## src/common/rsl_pkg.sv

```systemverilog
// Shared constants and types of the reset source logic
package rsl_pkg;

    // Clock and timing
    localparam int unsigned CLK_PERIOD_NS = 25;
    localparam int unsigned CLOCK_LOSS_TIME_US = 100;
    // Least time: round up to whole cycles
    localparam int unsigned CLOCK_LOSS_CYCLES = (CLOCK_LOSS_TIME_US * 1000 + CLK_PERIOD_NS - 1) / CLK_PERIOD_NS;
    localparam int unsigned CLOCK_LOSS_CNT_W = 12;
    localparam int unsigned WDT_CLK_DIV = 12;
    localparam int unsigned WDT_DIV_W = 4;
    localparam int unsigned WDT_CNT_W = 16;
    localparam int unsigned WDT_LIMIT_DEF = 256;
    localparam int unsigned RESET_HOLD_DEF = 16;
    localparam int unsigned HOLD_CNT_W = 8;

    // Register offsets
    localparam logic [7:0] ADDR_RESET_SOURCE = 8'h00;
    localparam logic [7:0] ADDR_WDT_CTRL = 8'h04;
    localparam logic [7:0] ADDR_WDT_COUNT = 8'h08;

    // Reset source register fields
    localparam int unsigned BIT_PIN = 0;
    localparam int unsigned BIT_CLOCK_LOSS = 2;
    localparam int unsigned BIT_WATCHDOG = 3;
    localparam int unsigned BIT_SOFTWARE = 4;
    localparam int unsigned BIT_COMPARATOR = 5;
    localparam int unsigned BIT_FLASH_ERROR = 6;
    localparam logic [7:0] RESET_SOURCE_RST = 8'h00;

    // Watchdog control fields
    localparam int unsigned WDT_BIT_ENABLE = 0;
    localparam int unsigned WDT_BIT_KICK = 1;
    localparam logic WDT_ENABLE_RST = 1'b1;

    typedef enum logic [1:0] {
        RSL_FLASH_WRITE_ERASE,
        RSL_FLASH_DATA_READ,
        RSL_FLASH_FETCH
    } rsl_flash_kind_t;

    typedef struct packed {
        logic valid;
        rsl_flash_kind_t kind;
        logic [15:0] addr;
        logic security_block;
    } rsl_flash_req_t;

    typedef struct packed {
        logic flash_write_enable;
        logic supply_monitor_on;
        logic supply_monitor_high;
        logic [15:0] lock_byte_addr;
    } rsl_flash_cfg_t;

    typedef enum logic [1:0] {
        RSL_RUN,
        RSL_PIN,
        RSL_HOLD
    } rsl_state_t;

endpackage

```

## src/core/rsl_core.sv

```systemverilog
// Reset source logic: reset causes, system reset output and cause flags
`timescale 1ns/100ps

module rsl_core #(
    parameter int unsigned WDT_LIMIT = rsl_pkg::WDT_LIMIT_DEF,
    parameter int unsigned RESET_HOLD = rsl_pkg::RESET_HOLD_DEF
) (
    input wire logic pclk,
    input wire logic presetn,
    input wire logic psel,
    input wire logic penable,
    input wire logic pwrite,
    input wire logic [7:0] paddr,
    input wire logic [31:0] pwdata,
    output logic [31:0] prdata,
    output logic pready,
    output logic pslverr,
    input wire logic system_clock,
    input wire logic comparator_out,
    input wire logic ext_rst_n,
    input wire rsl_pkg::rsl_flash_req_t flash_req,
    input wire rsl_pkg::rsl_flash_cfg_t flash_cfg,
    output logic sys_rst_n,
    output logic rst_pin_out,
    output logic rst_pin_oe
);

    ////////////////////////////////////////////////////////////////////////////
    // Derived constants

    localparam logic [rsl_pkg::CLOCK_LOSS_CNT_W-1:0] LOSS_LAST =
        rsl_pkg::CLOCK_LOSS_CNT_W'(rsl_pkg::CLOCK_LOSS_CYCLES - 1);
    localparam logic [rsl_pkg::WDT_DIV_W-1:0] DIV_LAST = rsl_pkg::WDT_DIV_W'(rsl_pkg::WDT_CLK_DIV - 1);
    localparam logic [rsl_pkg::WDT_CNT_W-1:0] WDT_LAST = rsl_pkg::WDT_CNT_W'(WDT_LIMIT - 1);
    localparam logic [rsl_pkg::HOLD_CNT_W-1:0] HOLD_LAST = rsl_pkg::HOLD_CNT_W'(RESET_HOLD - 1);

    ////////////////////////////////////////////////////////////////////////////
    // Declarations

    rsl_pkg::rsl_state_t state_q;
    logic [rsl_pkg::HOLD_CNT_W-1:0] hold_cnt_q;
    logic [7:0] flags_q;
    logic [7:0] cause;
    logic run;
    logic clock_loss_en_q;
    logic comp_en_q;
    logic system_clock_prev_q;
    logic [rsl_pkg::CLOCK_LOSS_CNT_W-1:0] loss_cnt_q;
    logic clock_loss_trip;
    logic [rsl_pkg::WDT_DIV_W-1:0] div_q;
    logic wdt_tick;
    logic wdt_en_q;
    logic [rsl_pkg::WDT_CNT_W-1:0] wdt_cnt_q;
    logic wdt_expire;
    logic comp_trip;
    logic flash_write_try;
    logic flash_above_lock;
    logic flash_err;
    logic sw_trip;
    logic apb_write;
    logic hit_src;
    logic hit_ctrl;
    logic hit_count;
    logic [31:0] prdata_q;

    assign run = (state_q == rsl_pkg::RSL_RUN);

    ////////////////////////////////////////////////////////////////////////////
    // APB slave, zero wait states

    assign pready = 1'b1;
    assign apb_write = psel && penable && pwrite;

    always_comb begin
        hit_src = 1'b0;
        hit_ctrl = 1'b0;
        hit_count = 1'b0;
        if (paddr == rsl_pkg::ADDR_RESET_SOURCE) begin
            hit_src = 1'b1;
        end else if (paddr == rsl_pkg::ADDR_WDT_CTRL) begin
            hit_ctrl = 1'b1;
        end else if (paddr == rsl_pkg::ADDR_WDT_COUNT) begin
            hit_count = 1'b1;
        end
    end

    assign pslverr = psel && penable && !(hit_src || hit_ctrl || hit_count);

    // Read data captured in the setup cycle so it leaves a flip-flop
    always_ff @(posedge pclk or negedge presetn) begin
        if (!presetn) begin
            prdata_q <= 32'h0000_0000;
        end else if (psel && !penable) begin
            if (hit_src) begin
                prdata_q <= {24'h00_0000, flags_q};
            end else if (hit_ctrl) begin
                prdata_q <= {31'h0000_0000, wdt_en_q};
            end else if (hit_count) begin
                prdata_q <= {16'h0000, wdt_cnt_q};
            end else begin
                prdata_q <= 32'h0000_0000;
            end
        end
    end

    assign prdata = prdata_q;

    ////////////////////////////////////////////////////////////////////////////
    // Source enables

    // Enables reflect the written value, never the read-back flags
    // clock-loss enable write
    always_ff @(posedge pclk or negedge presetn) begin
        if (!presetn) begin
            clock_loss_en_q <= 1'b0;
        end else if (!run) begin
            clock_loss_en_q <= 1'b0;
        end else if (apb_write && hit_src) begin
            clock_loss_en_q <= pwdata[rsl_pkg::BIT_CLOCK_LOSS];
        end
    end

    always_ff @(posedge pclk or negedge presetn) begin
        if (!presetn) begin
            comp_en_q <= 1'b0;
        end else if (!run) begin
            comp_en_q <= 1'b0;
        end else if (apb_write && hit_src) begin
            comp_en_q <= pwdata[rsl_pkg::BIT_COMPARATOR];
        end
    end

    ////////////////////////////////////////////////////////////////////////////
    // Clock-loss detector

    // The monitored clock is sampled, so only stalls far above a pclk period count
    always_ff @(posedge pclk or negedge presetn) begin
        if (!presetn) begin
            system_clock_prev_q <= 1'b0;
        end else begin
            system_clock_prev_q <= system_clock;
        end
    end

    always_ff @(posedge pclk or negedge presetn) begin
        if (!presetn) begin
            loss_cnt_q <= '0;
        end else if (!run || !clock_loss_en_q || (system_clock != system_clock_prev_q)) begin
            loss_cnt_q <= '0;
        end else if (loss_cnt_q != LOSS_LAST) begin
            loss_cnt_q <= loss_cnt_q + 1'b1;
        end
    end

    assign clock_loss_trip = clock_loss_en_q && (loss_cnt_q == LOSS_LAST) && (system_clock == system_clock_prev_q);

    ////////////////////////////////////////////////////////////////////////////
    // Watchdog

    always_ff @(posedge pclk or negedge presetn) begin
        if (!presetn) begin
            div_q <= '0;
        end else if (!run || wdt_tick) begin
            div_q <= '0;
        end else begin
            div_q <= div_q + 1'b1;
        end
    end

    assign wdt_tick = run && (div_q == DIV_LAST);

    always_ff @(posedge pclk or negedge presetn) begin
        if (!presetn) begin
            wdt_en_q <= rsl_pkg::WDT_ENABLE_RST;
        end else if (!run) begin
            wdt_en_q <= rsl_pkg::WDT_ENABLE_RST;
        end else if (apb_write && hit_ctrl) begin
            wdt_en_q <= pwdata[rsl_pkg::WDT_BIT_ENABLE];
        end
    end

    always_ff @(posedge pclk or negedge presetn) begin
        if (!presetn) begin
            wdt_cnt_q <= '0;
        end else if (!run || !wdt_en_q || (apb_write && hit_ctrl && pwdata[rsl_pkg::WDT_BIT_KICK])) begin
            wdt_cnt_q <= '0;
        end else if (wdt_tick) begin
            wdt_cnt_q <= wdt_cnt_q + 1'b1;
        end
    end

    assign wdt_expire = wdt_en_q && wdt_tick && (wdt_cnt_q == WDT_LAST);

    ////////////////////////////////////////////////////////////////////////////
    // Comparator, flash and software sources

    assign comp_trip = comp_en_q && !comparator_out;

    assign flash_write_try = flash_req.valid && (flash_req.kind == rsl_pkg::RSL_FLASH_WRITE_ERASE) &&
        flash_cfg.flash_write_enable;
    assign flash_above_lock = flash_req.addr > flash_cfg.lock_byte_addr;

    assign flash_err = (flash_write_try && flash_above_lock) ||
        (flash_req.valid && (flash_req.kind == rsl_pkg::RSL_FLASH_DATA_READ) && flash_above_lock) ||
        (flash_req.valid && (flash_req.kind == rsl_pkg::RSL_FLASH_FETCH) && flash_above_lock) ||
        (flash_req.valid && flash_req.security_block) ||
        (flash_write_try && (!flash_cfg.supply_monitor_on || !flash_cfg.supply_monitor_high));

    assign sw_trip = apb_write && hit_src && pwdata[rsl_pkg::BIT_SOFTWARE];

    // one cause, fixed priority when several coincide
    always_comb begin
        cause = 8'h00;
        if (clock_loss_trip) begin
            cause[rsl_pkg::BIT_CLOCK_LOSS] = 1'b1;
        end else if (comp_trip) begin
            cause[rsl_pkg::BIT_COMPARATOR] = 1'b1;
        end else if (wdt_expire) begin
            cause[rsl_pkg::BIT_WATCHDOG] = 1'b1;
        end else if (flash_err) begin
            cause[rsl_pkg::BIT_FLASH_ERROR] = 1'b1;
        end else if (sw_trip) begin
            cause[rsl_pkg::BIT_SOFTWARE] = 1'b1;
        end
    end

    ////////////////////////////////////////////////////////////////////////////
    // Reset sequencer

    // pin reset holds the sequencer until the pin rises
    always_ff @(posedge pclk or negedge presetn) begin
        if (!presetn) begin
            state_q <= rsl_pkg::RSL_RUN;
        end else if (!ext_rst_n) begin
            state_q <= rsl_pkg::RSL_PIN;
        end else begin
            case (state_q)
                rsl_pkg::RSL_RUN: begin
                    if (cause != 8'h00) begin
                        state_q <= rsl_pkg::RSL_HOLD;
                    end
                end
                rsl_pkg::RSL_PIN: begin
                    state_q <= rsl_pkg::RSL_HOLD;
                end
                rsl_pkg::RSL_HOLD: begin
                    if (hold_cnt_q == HOLD_LAST) begin
                        state_q <= rsl_pkg::RSL_RUN;
                    end
                end
                default: begin
                    state_q <= rsl_pkg::RSL_RUN;
                end
            endcase
        end
    end

    // Every reset except presetn stretched to a fixed minimum low time
    always_ff @(posedge pclk or negedge presetn) begin
        if (!presetn) begin
            hold_cnt_q <= '0;
        end else if (state_q != rsl_pkg::RSL_HOLD || !ext_rst_n) begin
            hold_cnt_q <= '0;
        end else if (hold_cnt_q != HOLD_LAST) begin
            hold_cnt_q <= hold_cnt_q + 1'b1;
        end
    end

    always_ff @(posedge pclk or negedge presetn) begin
        if (!presetn) begin
            flags_q <= rsl_pkg::RESET_SOURCE_RST;
        end else if (!ext_rst_n) begin
            flags_q <= 8'h00;
        end else if (state_q == rsl_pkg::RSL_PIN) begin
            flags_q <= 8'h01 << rsl_pkg::BIT_PIN;
        end else if (run && (cause != 8'h00)) begin
            flags_q <= cause;
        end
    end

    always_ff @(posedge pclk or negedge presetn) begin
        if (!presetn) begin
            sys_rst_n <= 1'b0;
        end else begin
            sys_rst_n <= run && ext_rst_n && (cause == 8'h00);
        end
    end

    // pin never driven by this block
    assign rst_pin_out = 1'b0;
    assign rst_pin_oe = 1'b0;

    ////////////////////////////////////////////////////////////////////////////
    // Assertions

    AST_LOSS_TRIP: assert property (@(posedge pclk) disable iff (!presetn)
        (run && ext_rst_n && clock_loss_trip) |=> (!sys_rst_n && flags_q[rsl_pkg::BIT_CLOCK_LOSS]))
        else $error("clock loss did not reset");

    AST_LOSS_BOUND: assert property (@(posedge pclk) disable iff (!presetn)
        (loss_cnt_q == LOSS_LAST) |-> (clock_loss_en_q && $stable(system_clock_prev_q)))
        else $error("stall timer full without stall");

    AST_ONE_CAUSE: assert property (@(posedge pclk) disable iff (!presetn)
        (state_q == rsl_pkg::RSL_HOLD && $past(state_q) == rsl_pkg::RSL_RUN) |-> $onehot(flags_q))
        else $error("internal reset without single cause");

    AST_LOSS_EN: assert property (@(posedge pclk) disable iff (!presetn)
        (run && apb_write && hit_src && !sw_trip && cause == 8'h00 && ext_rst_n) |=>
        (clock_loss_en_q == $past(pwdata[rsl_pkg::BIT_CLOCK_LOSS])))
        else $error("clock loss enable not written");

    AST_PIN_UNDRIVEN: assert property (@(posedge pclk) disable iff (!presetn)
        !sys_rst_n |-> (!rst_pin_oe && !rst_pin_out))
        else $error("reset pin driven");

    AST_COMP_GATED: assert property (@(posedge pclk) disable iff (!presetn)
        (run && !comp_en_q) |=> !flags_q[rsl_pkg::BIT_COMPARATOR] || $stable(flags_q))
        else $error("comparator reset while disabled");

    AST_COMP_TRIP: assert property (@(posedge pclk) disable iff (!presetn)
        (run && ext_rst_n && comp_en_q && !comparator_out && !clock_loss_trip) |=>
        (!sys_rst_n && flags_q[rsl_pkg::BIT_COMPARATOR]))
        else $error("comparator did not reset");

    AST_WDT_ON: assert property (@(posedge pclk) disable iff (!presetn)
        (state_q == rsl_pkg::RSL_HOLD) |=> wdt_en_q)
        else $error("watchdog not enabled after reset");

    AST_WDT_DIV: assert property (@(posedge pclk) disable iff (!presetn)
        wdt_tick |=> !wdt_tick [*8])
        else $error("watchdog tick too frequent");

    AST_WDT_RESET: assert property (@(posedge pclk) disable iff (!presetn)
        (run && ext_rst_n && wdt_expire && !clock_loss_trip && !comp_trip) |=>
        (!sys_rst_n && flags_q == (8'h01 << rsl_pkg::BIT_WATCHDOG)))
        else $error("watchdog expiry did not reset");

    AST_FLASH_RESET: assert property (@(posedge pclk) disable iff (!presetn)
        (run && ext_rst_n && flash_err && !clock_loss_trip && !comp_trip && !wdt_expire) |=>
        (!sys_rst_n && flags_q == (8'h01 << rsl_pkg::BIT_FLASH_ERROR)))
        else $error("flash error did not reset");

    AST_SW_RESET: assert property (@(posedge pclk) disable iff (!presetn)
        (run && ext_rst_n && sw_trip && !clock_loss_trip && !comp_trip && !wdt_expire && !flash_err) |=>
        (!sys_rst_n && flags_q == (8'h01 << rsl_pkg::BIT_SOFTWARE)))
        else $error("software reset not flagged");

    AST_PIN_END: assert property (@(posedge pclk) disable iff (!presetn)
        (state_q == rsl_pkg::RSL_PIN && ext_rst_n) |=>
        (!sys_rst_n && flags_q == (8'h01 << rsl_pkg::BIT_PIN)))
        else $error("pin flag not set at pin reset end");

    // First release after presetn has no hold phase, so only held resets count
    AST_HOLD_LEN: assert property (@(posedge pclk) disable iff (!presetn)
        ($rose(sys_rst_n) && $past(state_q, 2) == rsl_pkg::RSL_HOLD) |-> $past(hold_cnt_q) == HOLD_LAST)
        else $error("reset released early");

endmodule

```

## config.mk

```make
export PLATFORM = sky130hd
export DESIGN_NAME = rsl_core
export DESIGN_NICKNAME = d
export VERILOG_FILES = /design/src/common/rsl_pkg.sv /design/src/core/rsl_core.sv
export SDC_FILE = /design/constraint.sdc
export NUM_CORES = 1
export LEC_CHECK = 0
export BUFFER_PORTS_ARGS = -buffer_cell sky130_fd_sc_hd__buf_2
export CORE_UTILIZATION = 35
export CTS_BUF_LIST = sky130_fd_sc_hd__clkbuf_16
export DETAILED_ROUTE_END_ITERATION = 16
export GPL_TIMING_DRIVEN = 0
export PLACE_DENSITY = 0.64
export SYNTH_ARGS = -nofsm -noshare
export SYNTH_HDL_FRONTEND = slang
export SYNTH_SLANG_ARGS = --single-unit
```

## constraint.sdc

```tcl
create_clock -name pclk -period 2.65 [get_ports pclk]
set_clock_uncertainty 0.05 [all_clocks]
set_input_delay 0.1325 -clock pclk [delete_from_list [all_inputs] [get_ports pclk]]
set_output_delay 0.1325 -clock pclk [all_outputs]
set_load 0.005 [all_outputs]
```

Word-level counts from Yosys, hierarchy flattened
Cells that the tools add are included.
{ "classes": {"addsub": 4, "n_mul": 0, "div_mod_pow": 0, "magnitude_cmp": 1, "eq_ne": 20, "shift": 0, "n_mux": 40, "bitwise_logic": 0, "n_reduce_logical": 57} }
{ "ops": {"columns": ["operator", "count"], "rows": [
  ["$mux W16", 5],
  ["$mux W8", 5],
  ["$logic_and A1 B1 Y1", 26],
  ["$mux W12", 2],
  ["$mux W1", 21],
  ["$add A16 B1 Y16 const B", 1],
  ["$eq A16 B8 Y1 const B", 1],
  ["$eq A8 B4 Y1 const B", 2],
  ["$gt A16 B16 Y1", 1],
  ["$logic_not A8 Y1", 2],
  ["$logic_or A1 B1 Y1", 13],
  ["$add A12 B1 Y12 const B", 1],
  ["$eq A12 B12 Y1 const B", 1],
  ["$ne A12 B12 Y1 const B", 1],
  ["$logic_not A1 Y1", 9],
  ["$add A8 B1 Y8 const B", 1],
  ["$eq A8 B3 Y1 const B", 1],
  ["$mux W2", 4],
  ["$mux W4", 2],
  ["$ne A8 B4 Y1 const B", 1],
  ["$reduce_bool A8 Y1", 1],
  ["$pmux W2 S3", 1],
  ["$reduce_bool A2 Y1", 3],
  ["$add A4 B1 Y4 const B", 1],
  ["other kinds (12)", 16]
]} }
{ "word_totals": {"register_bits": 87, "latch_bits": 0, "mem_bits_rw": 0, "mem_bits_ro": 0, "inputBits": 87, "out_inout_bits": 37, "word_cells": 134, "mem_count": 0} }

Longest topological paths before layout
{ "depth": {"depth_word": 17, "depth_mapped": 8, "ltp_nobuf": 8} }

Worst setup path after synthesis
No wires, ideal clock.
{ "synth_path": {"path_type": "reg2reg", "from": "reg loss_cnt_q[0] (netlist name)", "to": "reg state_q[1]", "setup_ps": 126, "t_arrival_ps": 1814, "required_time_ps": 2474, "path_slack_ps": 660, "stages_incl_launch_ff": 7, "n_path_buf": 0, "period_less_slack_ps": 1990, "path_cell_list": "dfrtp_1 > ha_1 > and4_1 > nand4_1 > o211ai_4 > or3_1 > o311a_1"} }
{ "synth_between": {"elab_chain_len": 7, "elab_cells_between_ends": 8, "cone_classes": "2 x eq/ne; 2 x mux; 4 x reduce/logical"} }
{ "synth_lines": {"columns": ["item", "line", "source"], "rows": [
  ["start: declaration", "rsl_core.sv:48", "logic [rsl_pkg::CLOCK_LOSS_CNT_W-1:0] loss_cnt_q;"],
  ["start signal: assignment", "rsl_core.sv:151", "loss_cnt_q <= loss_cnt_q + 1'b1;"],
  ["$eq A12 B12 Y1 (*)", "rsl_core.sv:155", "assign clock_loss_trip = clock_loss_en_q && (loss_cnt_q == LOSS_LAST) && (system_clock == system_clock_prev_q) ..."],
  ["$logic_and A1 B1 Y1 (*) (2 in series)", "rsl_core.sv:155", null],
  ["$mux W1 / $mux W4 (equally long branches)", "rsl_core.sv:214", "if (clock_loss_trip) begin"],
  ["$reduce_bool A8 Y1 (*)", "rsl_core.sv:239", "if (cause != 8'h00) begin"],
  ["$ne A3 B2 Y1 (no line) (*)", null, null],
  ["$reduce_and A2 Y1 (no line) (*)", null, null],
  ["end signal: assignment", "rsl_core.sv:240", "state_q <= rsl_pkg::RSL_HOLD;"],
  ["end signal: assignment", "rsl_core.sv:244", "state_q <= rsl_pkg::RSL_HOLD;"],
  ["end signal: assignment", "rsl_core.sv:248", "state_q <= rsl_pkg::RSL_RUN;"],
  ["end: declaration", "rsl_core.sv:40", "rsl_pkg::rsl_state_t state_q;"]
]} }
Mark *: on every way between the ends. The rest lies on a longest branch, timed or not.
A chain may end at the register's enable or synchronous reset.

Worst setup path in the final report
Ends and elaborated chain as after synthesis.

==> results by group <==
Status
  • Outcome: completed

Power and ir drop
  • Sw Ratio: 22.3%
  • Combinational Power Share: 9.1%
  • Lkg Pwr: 2.45 nW
  • Max VDD drop: 0.000390 V
  • Flop pwr share: 41.9%
  • Clock share of power: 48.9%
  • Internal power: 1.99 mW
  • Pwr/cell area: 521 nW/µm²
  • Switching pwr: 570 µW

Floorplan
  • DIE WIDTH: 108 µm
  • Io pins: 124
  • Starting Density: 36.1%
  • Rows: 38
  • Vert. Die Dim: 108 µm
  • Core Area: 10900 µm²
  • Die area: 11700 µm²

Synth
  • Post-synth cell types: 54
  • Synth warn: 0
  • Mapped Area: 3950 µm²
  • Avg Cell Area, Syn: 9.61 µm²
  • Mapped Cells: 411
  • Post-synthesis register bit count: 69
  • Register area share after synthesis: 43.7%
  • Ys flop type: dfrtp_1
  • FFs w/ async S/R, synth: 100%
  • EDFF count, synth: 0

GRT
  • Overflow after GRT: 0
  • GRT Total Usage: 15.1%
  • Antenna violations before repair: 0
  • Vias in the first global route: 3072
  • Largest net degree at the start of global routing: 70
  • First-pass GRT wire length: 13.9 mm

Layout
  • # fillers: 1059
  • Final Cell Area: 4910 µm²
  • Storage cell area: 1730 µm²
  • Multi-input logic area: 2010 µm²
  • Final net count: 624
  • Layout cells sized above 1: 24.2%
  • Non-filler cells, final: 661
  • Number of diodes: 0
  • Area growth from synthesis to layout: 24.3%

Drt
  • Total number of vias: 3220
  • DRC: 0
  • DRT Wirelength: 8.29 mm
  • DR pass1 iterations: 5
  • Vias/cell: 4.87
  • Iter 0 DRT Violations: 136
  • Final ANT Viol Nets: 0
  • Drt wl/cell: 12.5 µm

Setup path
  • R2r startpoint: loss_cnt_q[0]$_DFFE_PN0P_
  • Crit path buf inv count: 0
  • Setup crit end kind: flop
  • R2R depth: 6
  • CP Depth: 6
  • CP cell instances: ha_1, and4_1, nand4_1, o211ai_4, or3_1, o311a_1
  • Setup Crit Path Kind: reg -> reg
  • Crit Path Max Fanout: 5
  • R2R Path End: state_q[1]$_DFFE_PN0P_
  • Crit. Startpoint: loss_cnt_q[0]$_DFFE_PN0P_
  • Critical Path AT: 2380 ps
  • R2r setup slk: 430 ps
  • Top cell family by delay on the critical path: simple AND/OR/NAND/NOR gates
  • Slowest stage delay, CP: 440 ps
  • Max stage delay cell, worst path: or3_1
  • Critical Path RT: 2810 ps
  • CP Launch Type: flop
  • Setup crit end: state_q[1]$_DFFE_PN0P_

Timing
  • Post-route clock period utilization: 83.9%
  • Fmax: 450 MHz
  • Worst Tran Pin Value: 851 ps
  • Crit path time final: 2220 ps
  • Endpoints failing setup: 0
  • Setup TNS: 0 ps
  • Slew Viols, Final: 0
  • RSZ-0062 raised after global routing: false
  • Fin. Hold Viols: 0
  • Relative slew margins: 43.3%

Run
  • Max Cap Violations: 0

Placement
  • GPL Wtd Cong: 0.799
  • PortBufs: 75
  • Area after DPL: 4570 µm²
  • DP Wirelength: 6.31 mm
  • DP Cell Count: 643

Clocking
  • Sink Count: 69
  • TritonCTS clock tree: done
  • Clk slew on worst S/H paths: 60 ps
  • Root Buffer: clkbuf_16
  • Max Buffers Root-to-Sink: 2
  • H-tree levels: 3
  • Worst-Skew Late Latency: 330 ps
  • Post-CTS Resized: 0
  • CTS Buf Count: 9

Worst hold path
  • Worst Hold Class: in -> reg
## kinds of logic after synthesis
kind of cell	synth area share, %
simple gates	23.5
flops	43.7
compound gates	9.88
buf+inv	6.97
xor+xnor	7.09
fa+ha+maj	6.33
mux	2.28
other cells	0.190
## area by class of cell
type	instances	share of cell area, %
buffer	29	4.00
clock buffer	9	4.58
clock inverter	6	1.81
inverter	21	1.60
multi-input combinational	309	41.0
sequential	69	35.2
tap	140	3.57
timing repair buffer	78	8.30
## registers in the layout, indices dropped and copies added, names as in the netlist
register,cells
hold_cnt_q,8
sys_rst_n,1
state_q,2
wdt_en_q,1
prdata,16
system_clock_prev_q,1
wdt_cnt_q,16
comp_en_q,1
clock_loss_en_q,1
loss_cnt_q,12
flags_q,6
div_q,4
## how the worst min path moves through the flow
stage | start | to | slack [ps] | cells after the start
detailed placement | system_clock | system_clock_prev_q$_DFF_PN0_ | 240 | 1
global placement | system_clock | system_clock_prev_q$_DFF_PN0_ | 230 | 1
finish | pwdata[5] | comp_en_q$_DFFE_PN0P_ | 20 | 3
CTS | pwdata[5] | comp_en_q$_DFFE_PN0P_ | 20 | 3
floorplan | presetn | clock_loss_en_q$_DFFE_PN0P_ | -210 | 0
global route | pwdata[5] | comp_en_q$_DFFE_PN0P_ | 30 | 3
## through the flow
stage                     worst slack, ps  util [%]  total power, mW  hold WS, ps
final                                 426      44.9             2.56         24.7
after global routing                  323      44.9             2.66         34.5
after CTS                             420      44.9             2.59         16.8
after detailed placement              393      41.8             1.32          242
after global placement                442      41.8             1.32          234
after floorplan                       660         -             1.22         -213
## placed cells by master, fill, tap and decap left out, drive strengths merged, types with 3 or more instances in the layout
cell type / netlist / final
mux2i: 9 / 9
nand3b: 3 / 3
o21a: 3 / 3
xor2: 16 / 16
xnor2: 16 / 16
dlygate4sd3: 0 / 3
o21ai: 13 / 13
or3: 3 / 3
and4: 3 / 3
a22o: 10 / 10
clkbuf: 6 / 15
buf: 23 / 98
inv: 21 / 23
nor2: 51 / 51
nor3: 13 / 13
a31oi: 4 / 4
nor4: 7 / 7
conb: 2 / 19
ha: 20 / 20
and3: 9 / 9
nand2: 38 / 38
a21oi: 11 / 11
nand3: 24 / 24
nand4: 9 / 9
nand2b: 4 / 4
nor2b: 3 / 3
dfrtp: 68 / 68
## synthesized netlist by cell type (8+ instances only)
| master | instances | area share (%) |
|---|---|---|
| dfrtp_1 | 68 | 43 |
| nor2_1 | 48 | 4.6 |
| nand2_1 | 37 | 3.5 |
| nand3_1 | 24 | 3.0 |
| buf_4 | 21 | 4.0 |
| inv_1 | 21 | 2.0 |
| ha_1 | 20 | 6.3 |
| xnor2_1 | 16 | 3.5 |
| xor2_1 | 16 | 3.5 |
| o21ai_0 | 13 | 1.6 |
| nor3_1 | 12 | 1.5 |
| a21oi_1 | 11 | 1.4 |
| a22o_1 | 10 | 2.2 |
| mux2i_1 | 9 | 2.3 |
| nand4_1 | 9 | 1.4 |
| and3_1 | 8 | 1.3 |
## layer usage
metal / global-route usage, % / vias to the layer above / wire length [µm]
li1: - / 1607 / -
met1: 18.5 / 1489 / 3690
met2: 25.6 / 110 / 3920
met3: 3.56 / 14 / 512
met4: 6.18 / 0 / 170
met5: 0 / - / 0
## repair_timing
item	in CTS	in global routing
hold endpoints to repair	70	0
setup buffers	0	0
hold buffers	3	0
## worst reg2reg max path: cells and delay by family, from the launching register on
kind                     cells  cell delay (ps)
adder cells (fa/ha/maj)      1              250
AO/OA/AOI/OAI                2              460
flip-flops                   1              410
AND/OR/NAND/NOR              3              930
## power groups by stage
stage	Clock, mW	Sequential, mW	Combinational (mW)
detailed placement	0	1.09	0.232
finish	1.25	1.07	0.234
floorplan	0	1.09	0.134
CTS	1.28	1.07	0.237
global route	1.32	1.07	0.265
global placement	0	1.09	0.226
Note: power is estimated with default switching activity, not from simulation.
